File: src/include/plb_pkg.sv
package plb_pkg;

    // management register map
    localparam logic [4:0]  REG_BMC       = 5'h00;
    localparam logic [4:0]  REG_SLC       = 5'h16;
    localparam logic [4:0]  REG_ERR       = 5'h1B;
    localparam logic [4:0]  REG_LEN       = 5'h1C;

    // basic_mode_control fields
    localparam int          BMC_MII_LB    = 14;
    localparam int          BMC_AUTONEG_OPERATION      = 12;

    // selftest_loop_control fields
    localparam int          SLC_PCS_IN    = 0;
    localparam int          SLC_PCS_OUT   = 1;
    localparam int          SLC_DIGITAL   = 2;
    localparam int          SLC_ANALOG    = 3;
    localparam int          SLC_REVERSE   = 4;
    localparam int          SLC_MEDIA     = 6;
    localparam int          SLC_GAP_LO    = 7;
    localparam int          SLC_LOCK      = 9;
    localparam int          SLC_SYNC_LOST = 10;
    localparam int          SLC_BUSY      = 11;
    localparam int          SLC_SINGLE    = 12;
    localparam int          SLC_SIZE      = 13;
    localparam int          SLC_CMODE     = 14;
    localparam int          SLC_RUN       = 15;
    localparam logic [15:0] SLC_WMASK     = 16'hF1DF;

    // reset values
    localparam logic [15:0] BMC_RST       = 16'h1000;
    localparam logic [15:0] SLC_RST       = 16'h0000;
    localparam logic [15:0] LEN_RST       = 16'h0040;
    localparam logic [14:0] PRBS_SEED     = 15'h7FFF;

    // generator, checker and management frame figures
    localparam logic [15:0] SHORT_PKT     = 16'h0040;
    localparam logic [15:0] LONG_PKT      = 16'h05EE;
    localparam logic [7:0]  BASE_GAP_NIB  = 8'h18;
    localparam logic [3:0]  CONST_NIB     = 4'h5;
    localparam logic [3:0]  LOCK_NIB      = 4'h8;
    localparam logic [2:0]  LOSS_NIB      = 3'h4;
    localparam logic [5:0]  PRE_BITS      = 6'h20;

    // management frame states
    typedef enum logic [2:0] {
        M_PRE = 3'b000,
        M_ST  = 3'b001,
        M_HDR = 3'b011,
        M_TA  = 3'b010,
        M_DAT = 3'b110
    } plb_mstate_t;

    typedef struct packed {
        logic       en;
        logic [3:0] d;
    } plb_nib_t;

    typedef struct packed {
        logic        mdc_s1, mdc_s2, mdc_s3, mdio_s1, mdio_s2;
        plb_mstate_t mst;
        logic [5:0]  mcnt;
        logic [15:0] mshift;
        logic        mrd, mok, mdo, mdoe_b;
        logic [4:0]  mreg;
        logic [15:0] bmc, slc, len, errc;
        logic        ginpkt, gdone;
        logic [16:0] gcnt;
        logic [7:0]  ggap;
        logic [14:0] glfsr, clfsr;
        logic        clock, cphase, cberr, csyncl;
        logic [3:0]  cmatch;
        logic [2:0]  cmiss;
        plb_nib_t    mac_rx, line_tx;
        logic        link;
    } plb_state_t;

endpackage : plb_pkg

File: src/core/plb_selftest.sv
`timescale 1ns/1ns
// Operation
// control bit 14 loops MAC transmit to receive
// low control bits pick near-end loop points
// MAC loop reports no link, returns packets
// MAC loop at 100 reaches line if bit6
// all loop bits clear means normal operation
// software disables autonegotiation before internal loops
// loop points need their listed speed modes
// MAC loop only with four-bit interface
// bit 4 returns line receive to line
// reverse loop feeds MAC, ignores MAC data
// reverse loop on reduced interface only 10
// generator sends PRBS15, checker regenerates locally
// checker counts error bytes in counter register
// control register shows lock, sync lost, busy
// bit 14 selects continuous or single counting
// continuous counter wraps to zero at maximum
// single counter stops and holds at maximum
// length register sets generated packet length
// bit 13 picks constant 64 or 1518 packet
// packets separated by programmable gaps
// self-test runs over any loop path; with the reverse loop on, line input replaces generator output
// registers via management serial, rising clock
// polynomial x15 plus x14 plus one
// status bits placed at free positions
module plb_selftest #(
    parameter logic [4:0] PHY_ADDR = 5'h01
) (
    // clock and reset
    input  wire logic           mclk_i,
    input  wire logic           rst_b_i,
    // management serial port
    input  wire logic           mdc_i,
    input  wire logic           mdio_i,
    output logic                mdio_o,
    output logic                mdio_oe_b_o,
    // MAC side nibbles
    input  wire plb_pkg::plb_nib_t mac_tx_i,
    output plb_pkg::plb_nib_t      mac_rx_o,
    // line side nibbles
    input  wire plb_pkg::plb_nib_t line_rx_i,
    output plb_pkg::plb_nib_t      line_tx_o,
    // operating status
    input  wire logic           link_up_i,
    input  wire logic           speed_100_i,
    input  wire logic           rmii_mode_i,
    output logic                link_o
);

    plb_pkg::plb_state_t st_reg;
    plb_pkg::plb_state_t st_next;

    logic              autoneg_operation;
    logic              mii_lb;
    logic              rev_lb;
    logic              near_lb;
    logic              run;
    logic              single;
    logic              err_inc;
    logic              run_start;
    plb_pkg::plb_nib_t gen_nib;
    plb_pkg::plb_nib_t tx_path;
    plb_pkg::plb_nib_t rx_path;
    logic [14:0]       gen_step;
    logic [14:0]       chk_step;

    function automatic logic [14:0] prbs4(input logic [14:0] s);
        logic [14:0] r;
        r = s;
        for (int i = 0; i < 4; i++) begin
            r = {r[13:0], r[14] ^ r[13]};
        end
        return r;
    endfunction : prbs4

    assign autoneg_operation   = st_reg.bmc[plb_pkg::BMC_AUTONEG_OPERATION];
    assign mii_lb = st_reg.bmc[plb_pkg::BMC_MII_LB] & ~rmii_mode_i;
    assign rev_lb = st_reg.slc[plb_pkg::SLC_REVERSE]
                    & ~(rmii_mode_i & speed_100_i);
    assign near_lb =
        (st_reg.slc[plb_pkg::SLC_PCS_IN] & ~autoneg_operation)
        | (st_reg.slc[plb_pkg::SLC_PCS_OUT] & ~autoneg_operation & speed_100_i)
        | (st_reg.slc[plb_pkg::SLC_DIGITAL] & ~autoneg_operation & speed_100_i)
        | (st_reg.slc[plb_pkg::SLC_ANALOG] & (~autoneg_operation | ~speed_100_i));
    assign run    = st_reg.slc[plb_pkg::SLC_RUN];
    assign single = st_reg.slc[plb_pkg::SLC_SINGLE];
    assign gen_step = prbs4(st_reg.glfsr);
    assign chk_step = prbs4(st_reg.clfsr);

    // generator output of this cycle
    always_comb begin
        gen_nib.en = st_reg.ginpkt;
        gen_nib.d  = single ? plb_pkg::CONST_NIB
                            : gen_step[3:0];
    end

    // transmit and receive path steering
    always_comb begin
        if (rev_lb) begin
            tx_path = line_rx_i;
        end else if (run) begin
            tx_path = gen_nib;
        end else if (mii_lb
                     && !(st_reg.slc[plb_pkg::SLC_MEDIA] && speed_100_i)) begin
            tx_path = '0;
        end else begin
            tx_path = mac_tx_i;
        end
        rx_path = near_lb ? tx_path : line_rx_i;
    end

    assign err_inc = run && !single && st_reg.clock && rx_path.en
                     && st_reg.cphase
                     && (st_reg.cberr || chk_step[3:0] != rx_path.d);

    always_comb begin
        logic        rise;
        logic        bitv;
        logic        wr;
        logic [15:0] wdata;
        logic [15:0] rdata;
        logic [11:0] hdr;
        logic [16:0] plen;
        logic [7:0]  gapn;
        logic [14:0] expn;
        st_next = st_reg;
        rise    = st_reg.mdc_s2 & ~st_reg.mdc_s3;
        bitv    = st_reg.mdio_s2;
        wr      = 1'b0;
        wdata   = {st_reg.mshift[14:0], bitv};
        rdata   = 16'h0000;
        hdr     = {st_reg.mshift[10:0], bitv};
        plen    = '0;
        gapn    = '0;
        expn    = chk_step;
        run_start = 1'b0;

        st_next.mdc_s1  = mdc_i;
        st_next.mdc_s2  = st_reg.mdc_s1;
        st_next.mdc_s3  = st_reg.mdc_s2;
        st_next.mdio_s1 = mdio_i;
        st_next.mdio_s2 = st_reg.mdio_s1;

        case (st_reg.mreg)
            plb_pkg::REG_BMC: rdata = st_reg.bmc;
            plb_pkg::REG_SLC: begin
                rdata = st_reg.slc;
                rdata[plb_pkg::SLC_LOCK]      = st_reg.clock;
                rdata[plb_pkg::SLC_SYNC_LOST] = st_reg.csyncl;
                rdata[plb_pkg::SLC_BUSY]      = (run & ~st_reg.gdone)
                                                | (st_reg.ggap != 8'h00);
            end
            plb_pkg::REG_ERR: rdata = st_reg.errc;
            plb_pkg::REG_LEN: rdata = st_reg.len;
            default:          rdata = 16'h0000;
        endcase

        // management frame, sampled on the rising clock
        if (rise) begin
            unique case (st_reg.mst)
                plb_pkg::M_PRE: begin
                    if (bitv) begin
                        if (st_reg.mcnt != plb_pkg::PRE_BITS) begin
                            st_next.mcnt = st_reg.mcnt + 6'h01;
                        end
                    end else if (st_reg.mcnt == plb_pkg::PRE_BITS) begin
                        st_next.mst = plb_pkg::M_ST;
                    end else begin
                        st_next.mcnt = 6'h00;
                    end
                end
                plb_pkg::M_ST: begin
                    st_next.mcnt = 6'h00;
                    st_next.mst  = bitv ? plb_pkg::M_HDR : plb_pkg::M_PRE;
                end
                plb_pkg::M_HDR: begin
                    st_next.mshift = {st_reg.mshift[14:0], bitv};
                    st_next.mcnt   = st_reg.mcnt + 6'h01;
                    if (st_reg.mcnt == 6'h0B) begin
                        st_next.mst  = plb_pkg::M_TA;
                        st_next.mcnt = 6'h00;
                        st_next.mrd  = hdr[11:10] == 2'b10;
                        st_next.mok  = (hdr[11] ^ hdr[10])
                                       && hdr[9:5] == PHY_ADDR;
                        st_next.mreg = hdr[4:0];
                    end
                end
                plb_pkg::M_TA: begin
                    st_next.mcnt = st_reg.mcnt + 6'h01;
                    if (st_reg.mrd && st_reg.mok) begin
                        st_next.mdoe_b = 1'b0;
                        st_next.mdo    = st_reg.mcnt[0] ? rdata[15] : 1'b0;
                        st_next.mshift = rdata;
                    end
                    if (st_reg.mcnt[0]) begin
                        st_next.mst  = plb_pkg::M_DAT;
                        st_next.mcnt = 6'h00;
                    end
                end
                plb_pkg::M_DAT: begin
                    st_next.mcnt = st_reg.mcnt + 6'h01;
                    if (st_reg.mrd) begin
                        st_next.mshift = {st_reg.mshift[14:0], 1'b0};
                        st_next.mdo    = st_reg.mshift[14];
                    end else begin
                        st_next.mshift = wdata;
                    end
                    if (st_reg.mcnt == 6'h0F) begin
                        st_next.mdoe_b = 1'b1;
                        st_next.mst    = plb_pkg::M_PRE;
                        st_next.mcnt   = 6'h00;
                        wr = ~st_reg.mrd & st_reg.mok;
                    end
                end
            endcase
        end

        // register writes
        if (wr) begin
            case (st_reg.mreg)
                plb_pkg::REG_BMC: st_next.bmc = wdata;
                plb_pkg::REG_SLC: begin
                    st_next.slc = wdata & plb_pkg::SLC_WMASK;
                    run_start   = wdata[plb_pkg::SLC_RUN] & ~run;
                end
                plb_pkg::REG_LEN: st_next.len = wdata;
                default: ;
            endcase
        end

        // packet generator
        plen = {(single ? (st_reg.slc[plb_pkg::SLC_SIZE] ? plb_pkg::LONG_PKT
                                                        : plb_pkg::SHORT_PKT)
                        : st_reg.len), 1'b0};
        gapn = plb_pkg::BASE_GAP_NIB
               << st_reg.slc[plb_pkg::SLC_GAP_LO +: 2];
        if (!run || run_start) begin
            st_next.ginpkt = 1'b0;
            st_next.ggap   = 8'h00;
            st_next.gdone  = 1'b0;
        end else if (st_reg.ginpkt) begin
            st_next.gcnt = st_reg.gcnt + 17'h00001;
            if (!single) begin
                st_next.glfsr = gen_step;
            end
            if (st_reg.gcnt + 17'h00001 >= plen) begin
                st_next.ginpkt = 1'b0;
                // the cycle at zero is the last gap cycle
                st_next.ggap   = gapn - 8'h01;
                st_next.gdone  = single;
            end
        end else if (st_reg.ggap != 8'h00) begin
            st_next.ggap = st_reg.ggap - 8'h01;
        end else if (!st_reg.gdone) begin
            st_next.ginpkt = 1'b1;
            st_next.gcnt   = 17'h00000;
        end

        // checker
        if (run_start) begin
            st_next.clock  = 1'b0;
            st_next.cmatch = 4'h0;
            st_next.cmiss  = 3'h0;
            st_next.cphase = 1'b0;
            st_next.cberr  = 1'b0;
            st_next.errc   = 16'h0000;
            st_next.csyncl = 1'b0;
        end else if (run && !single && rx_path.en) begin
            if (!st_reg.clock) begin
                st_next.clfsr = {st_reg.clfsr[10:0], rx_path.d};
                st_next.cmatch = (expn[3:0] == rx_path.d)
                                 ? st_reg.cmatch + 4'h1 : 4'h0;
                if (st_next.cmatch == plb_pkg::LOCK_NIB) begin
                    st_next.clock  = 1'b1;
                    st_next.cphase = 1'b0;
                    st_next.cberr  = 1'b0;
                    st_next.cmiss  = 3'h0;
                end
            end else begin
                st_next.clfsr  = expn;
                st_next.cphase = ~st_reg.cphase;
                if (expn[3:0] != rx_path.d) begin
                    st_next.cberr = 1'b1;
                    st_next.cmiss = st_reg.cmiss + 3'h1;
                end else begin
                    st_next.cmiss = 3'h0;
                end
                if (st_reg.cphase) begin
                    st_next.cberr = 1'b0;
                end
                if (err_inc) begin
                    if (st_reg.errc != 16'hFFFF) begin
                        st_next.errc = st_reg.errc + 16'h0001;
                    end else if (!st_reg.slc[plb_pkg::SLC_CMODE]) begin
                        st_next.errc = 16'h0000;
                    end
                end
                if (st_next.cmiss == plb_pkg::LOSS_NIB) begin
                    st_next.clock  = 1'b0;
                    st_next.cmatch = 4'h0;
                    st_next.csyncl = 1'b1;
                end
            end
        end

        // registered pin outputs
        st_next.mac_rx  = mii_lb ? mac_tx_i : rx_path;
        st_next.line_tx = near_lb ? '0 : tx_path;
        st_next.link    = link_up_i & ~mii_lb;
    end

    always_ff @(posedge mclk_i) begin
        if (!rst_b_i) begin
            st_reg        <= '0;
            st_reg.mdoe_b <= 1'b1;
            st_reg.bmc    <= plb_pkg::BMC_RST;
            st_reg.slc    <= plb_pkg::SLC_RST;
            st_reg.len    <= plb_pkg::LEN_RST;
            st_reg.glfsr  <= plb_pkg::PRBS_SEED;
        end else begin
            st_reg <= st_next;
        end
    end

    assign mdio_o      = st_reg.mdo;
    assign mdio_oe_b_o = st_reg.mdoe_b;
    assign mac_rx_o    = st_reg.mac_rx;
    assign line_tx_o   = st_reg.line_tx;
    assign link_o      = st_reg.link;
endmodule : plb_selftest

File: config.mk
export PLATFORM = sky130hd
export DESIGN_NAME = plb_selftest
export DESIGN_NICKNAME = d
export VERILOG_FILES = /design/src/include/plb_pkg.sv /design/src/core/plb_selftest.sv
export SDC_FILE = /design/constraint.sdc
export NUM_CORES = 1
export LEC_CHECK = 0
export ABC_AREA = 1
export BUFFER_PORTS_ARGS = -buffer_cell sky130_fd_sc_hd__clkbuf_2
export CORE_MARGIN = 5
export CORE_UTILIZATION = 60
export DETAILED_ROUTE_END_ITERATION = 10
export GPL_TIMING_DRIVEN = 0
export MAX_ROUTING_LAYER = met4
export PLACE_DENSITY = 0.77
export SYNTH_ARGS = -nofsm -noshare
export SYNTH_HDL_FRONTEND = slang
export SYNTH_SLANG_ARGS = --single-unit
File: constraint.sdc
create_clock -name mclk_i -period 4.55 [get_ports mclk_i]
set_input_delay 0.2275 -clock mclk_i [delete_from_list [all_inputs] [get_ports mclk_i]]
set_output_delay 0.2275 -clock mclk_i [all_outputs]
set_load 0.01 [all_outputs]
==> results.md <==
* Status: complete, no violations
* Die area at 0.0180 sq mm
* Final Critical Period at 3.55 ns
* Area delta synth->final at 10.6%
* Post-synthesis sequential area ratio at 0.383
* Width of the die at 134 um
* Clock-pin slew on the worst setup and hold paths at 0.07 ns
* Num CTS Buffers at 17
* Clock latency at the later pin of the worst-skew pair at 0.44 ns
* Critical path required time at 4.88 ns
* Comb pwr share at 0.031
* Vias/cell at 5.69
* Least-Margin Pin Slew at 0.809 ns
* Startpoint type of the worst setup path: flip-flop
* Synthesized area at 0.00926 sq mm
* Number of global-route vias before repair at 8067
* Clk pwr share at 0.469
* Leakage at 4.22 nW
* Syn_nets at 1328
* Htree depth at 4
* Slew Viols, Final at 0
* First-pass GRT wire length at 40500 um
* Critical path peak fanout at 10
* Antenna viol nets, final at 0
* Design Area, Final at 0.0102 sq mm
* Final WL at 25100 um
* Initial DRC count at 685
* Post-CTS sizing at 0
* Reg power frac at 0.500
* Unrepaired setup endpoints after global routing: false
* FMAX at 281 MHz
* WP data arrival at 3.89 ns
* Sw frac at 0.227
* CTS max path bufs at 2
* Wire length per cell at 16.3 um
* First drt pass iteration count at 5
* Core box area at 0.0151 sq mm
* Largest net degree at the start of global routing at 17
* Setup TNS at 0 ns
* Flops & latches, synth at 177
* Share of cells above drive strength 1 at 0.0944
* Most frequent cell after synthesis: nand2_1
* Final Hold Vio Count at 0
* Pwr per Cell Area at 305 mW/mm^2
* CTS sink count at 177
* Post-route insts no fill at 1534
* WS Path Type: flip-flop to flip-flop
* Syn. warnings at 0
* Area leader, netlist: dfxtp_1
* Post-synth EDFFs at 0
* Residual DRC at 0
* Worst setup EP type: flip-flop
* Syn Area/Cell at 7.21 sq um
* Die Height at 134 um
* Switch Pwr at 0.000708 W
* Crit path from: st_reg[60]
* Synth top area share at 0.383
* Setup Skew at 0.00914 ns
* CTS tree: done
* Synth area leaders: dfxtp_1, nand2_1, inv_1
* Most instantiated cells after synthesis: nand2_1, dfxtp_1, inv_1
* Grt ovf at 0
* Maxcap violations at 0
* Total Power at 0.00312 W
* ANT cells at 0
* Unique masters post-synth at 54
* Number of flip-flops in the largest register at 135
* Tcrit/Tclk final at 0.781
* CP max-delay cell: dfxtp_1
* Initial antenna violation count at 0
* I/O Buffers at 28
* Worst-path cell chain: ha_1 -> nand2_1 -> nor4_2 -> nand2_1 -> nor3_2 -> nand4_1 -> nor2_1 -> nor2_1 -> or2_1 -> ha_1 -> inv_1 -> nor3_1 -> o211ai_1 -> nand3_1 -> nand2_1 -> nand2_1 -> inv_1 -> nor2_1 -> nor2_1
* IO Pins at 30
* Placement Rows at 45
* RD Place Congestion at 0.985
* Worst vdd ir at 0.284 mV
* Placed instance count at 1500
* Synth Flop Type: dfxtp_1
* Post-synth ARST share at 0
* Placed instance area at 0.00963 sq mm
* Total track usage at 0.290
* CP peak stage delay at 0.38 ns
* Clock Tree Root: clkbuf_16
* DP HPWL at 18600 um
* Final #Nets at 1378
* HP Start: mac_tx_i[4]
* Internal power at 0.00241 W
* Vias post-DR at 8732
* Worst hold path class: input pin to flip-flop
* Starting Density at 0.611
* Mapped Cells at 1284
* Slew Limit Headroom at 0.456
* Final setup violation count at 0
* Worst reg2reg path startpoint: st_reg[60]
==> repair_timing <==
action	4_1_cts	5_1_grt
setup buffers	0	0
endpoints found under the hold margin	3	0
endpoints found under the setup margin	0	0
hold buffers	3	0
==> cells in the final DEF, fill, tap and decap left out, types with 28 or more instances in the layout <==
cell type    n
o21ai_0     41
dfxtp_1    177
clkbuf_2    28
a211oi_1    39
clkbuf_1    40
nor2_1     124
inv_1      146
nand4_1     32
nand3_1     48
nand2_1    292
a21oi_1    106
==> area by class of cell <==
class,instances,area [sq um]
Buffer,60,287
Clock buffer,20,447
Clock inverter,11,130
Fill cell,1303,4910
Inverter,158,593
Multi-Input combinational cell,889,4830
Sequential cell,177,3540
Tap cell,188,235
Timing Repair Buffer,31,170
==> metal layers <==
| layer | global-route usage | routed length [um] | vias to the layer above | part of all wire |
|---|---|---|---|---|
| li1 | - | - | 4387 | - |
| met1 | 0.371 | 11100 | 3947 | 0.44 |
| met2 | 0.446 | 11300 | 339 | 0.45 |
| met3 | 0.0656 | 1880 | 59 | 0.075 |
| met4 | 0.114 | 770 | 0 | 0.031 |
| met5 | - | 0 | - | 0 |
==> critical path: cells and delay by family, from the launching register on <==
family                   cells  cell delay (ns)
AND/OR/NAND/NOR             14             2.17
buffers and inverters        2             0.22
AO/OA/AOI/OAI                1             0.14
adder cells (fa/ha/maj)      2             0.52
flip-flops                   1             0.38
==> worst paths after layout <==
kind	to	slack, ns	depth (start not counted)
max	st_reg[59]	1.0	19
min	mac_rx_o[4]	0.06	3
max reg2reg	st_reg[59]	1.0	19
min reg2reg	st_reg[177]	0.42	2
==> power by group through the flow <==
stage | Combinational, W | Clock, W | Sequential (W)
6_report | 0.0000979 | 0.00146 | 0.00156
5_1_grt | 0.000107 | 0.00155 | 0.00156
4_1_cts | 0.0000972 | 0.00147 | 0.00156
3_5_place_dp | 0.0000946 | 0 | 0.00159
3_3_place_gp | 0.0000944 | 0 | 0.00159
2_1_floorplan | 0.0000583 | 0 | 0.00159
==> logic make-up (layout without fill, tap and decap cells) <==
group                    after synthesis  in the layout  synth area share
AND/OR/NAND/NOR                      563            563             0.273
AO/OA/AOI/OAI                        260            260             0.176
buffers and inverters                218            280            0.0950
flip-flops                           177            177             0.383
XOR/XNOR                              37             37            0.0350
adder cells (fa/ha/maj)               27             27            0.0365
multiplexers                           2              2           0.00216
==> metrics by stage <==
stage          hold slack [ns]  setup slack, ns  utilization
2_1_floorplan            0.325             1.64            -
3_3_place_gp             0.401             1.15        0.636
3_5_place_dp             0.411             1.04        0.636
4_1_cts                 0.0546             1.02        0.676
5_1_grt                 0.0977            0.534        0.676
6_report                0.0629            0.996        0.676
Power figures use the tool's default switching activity.
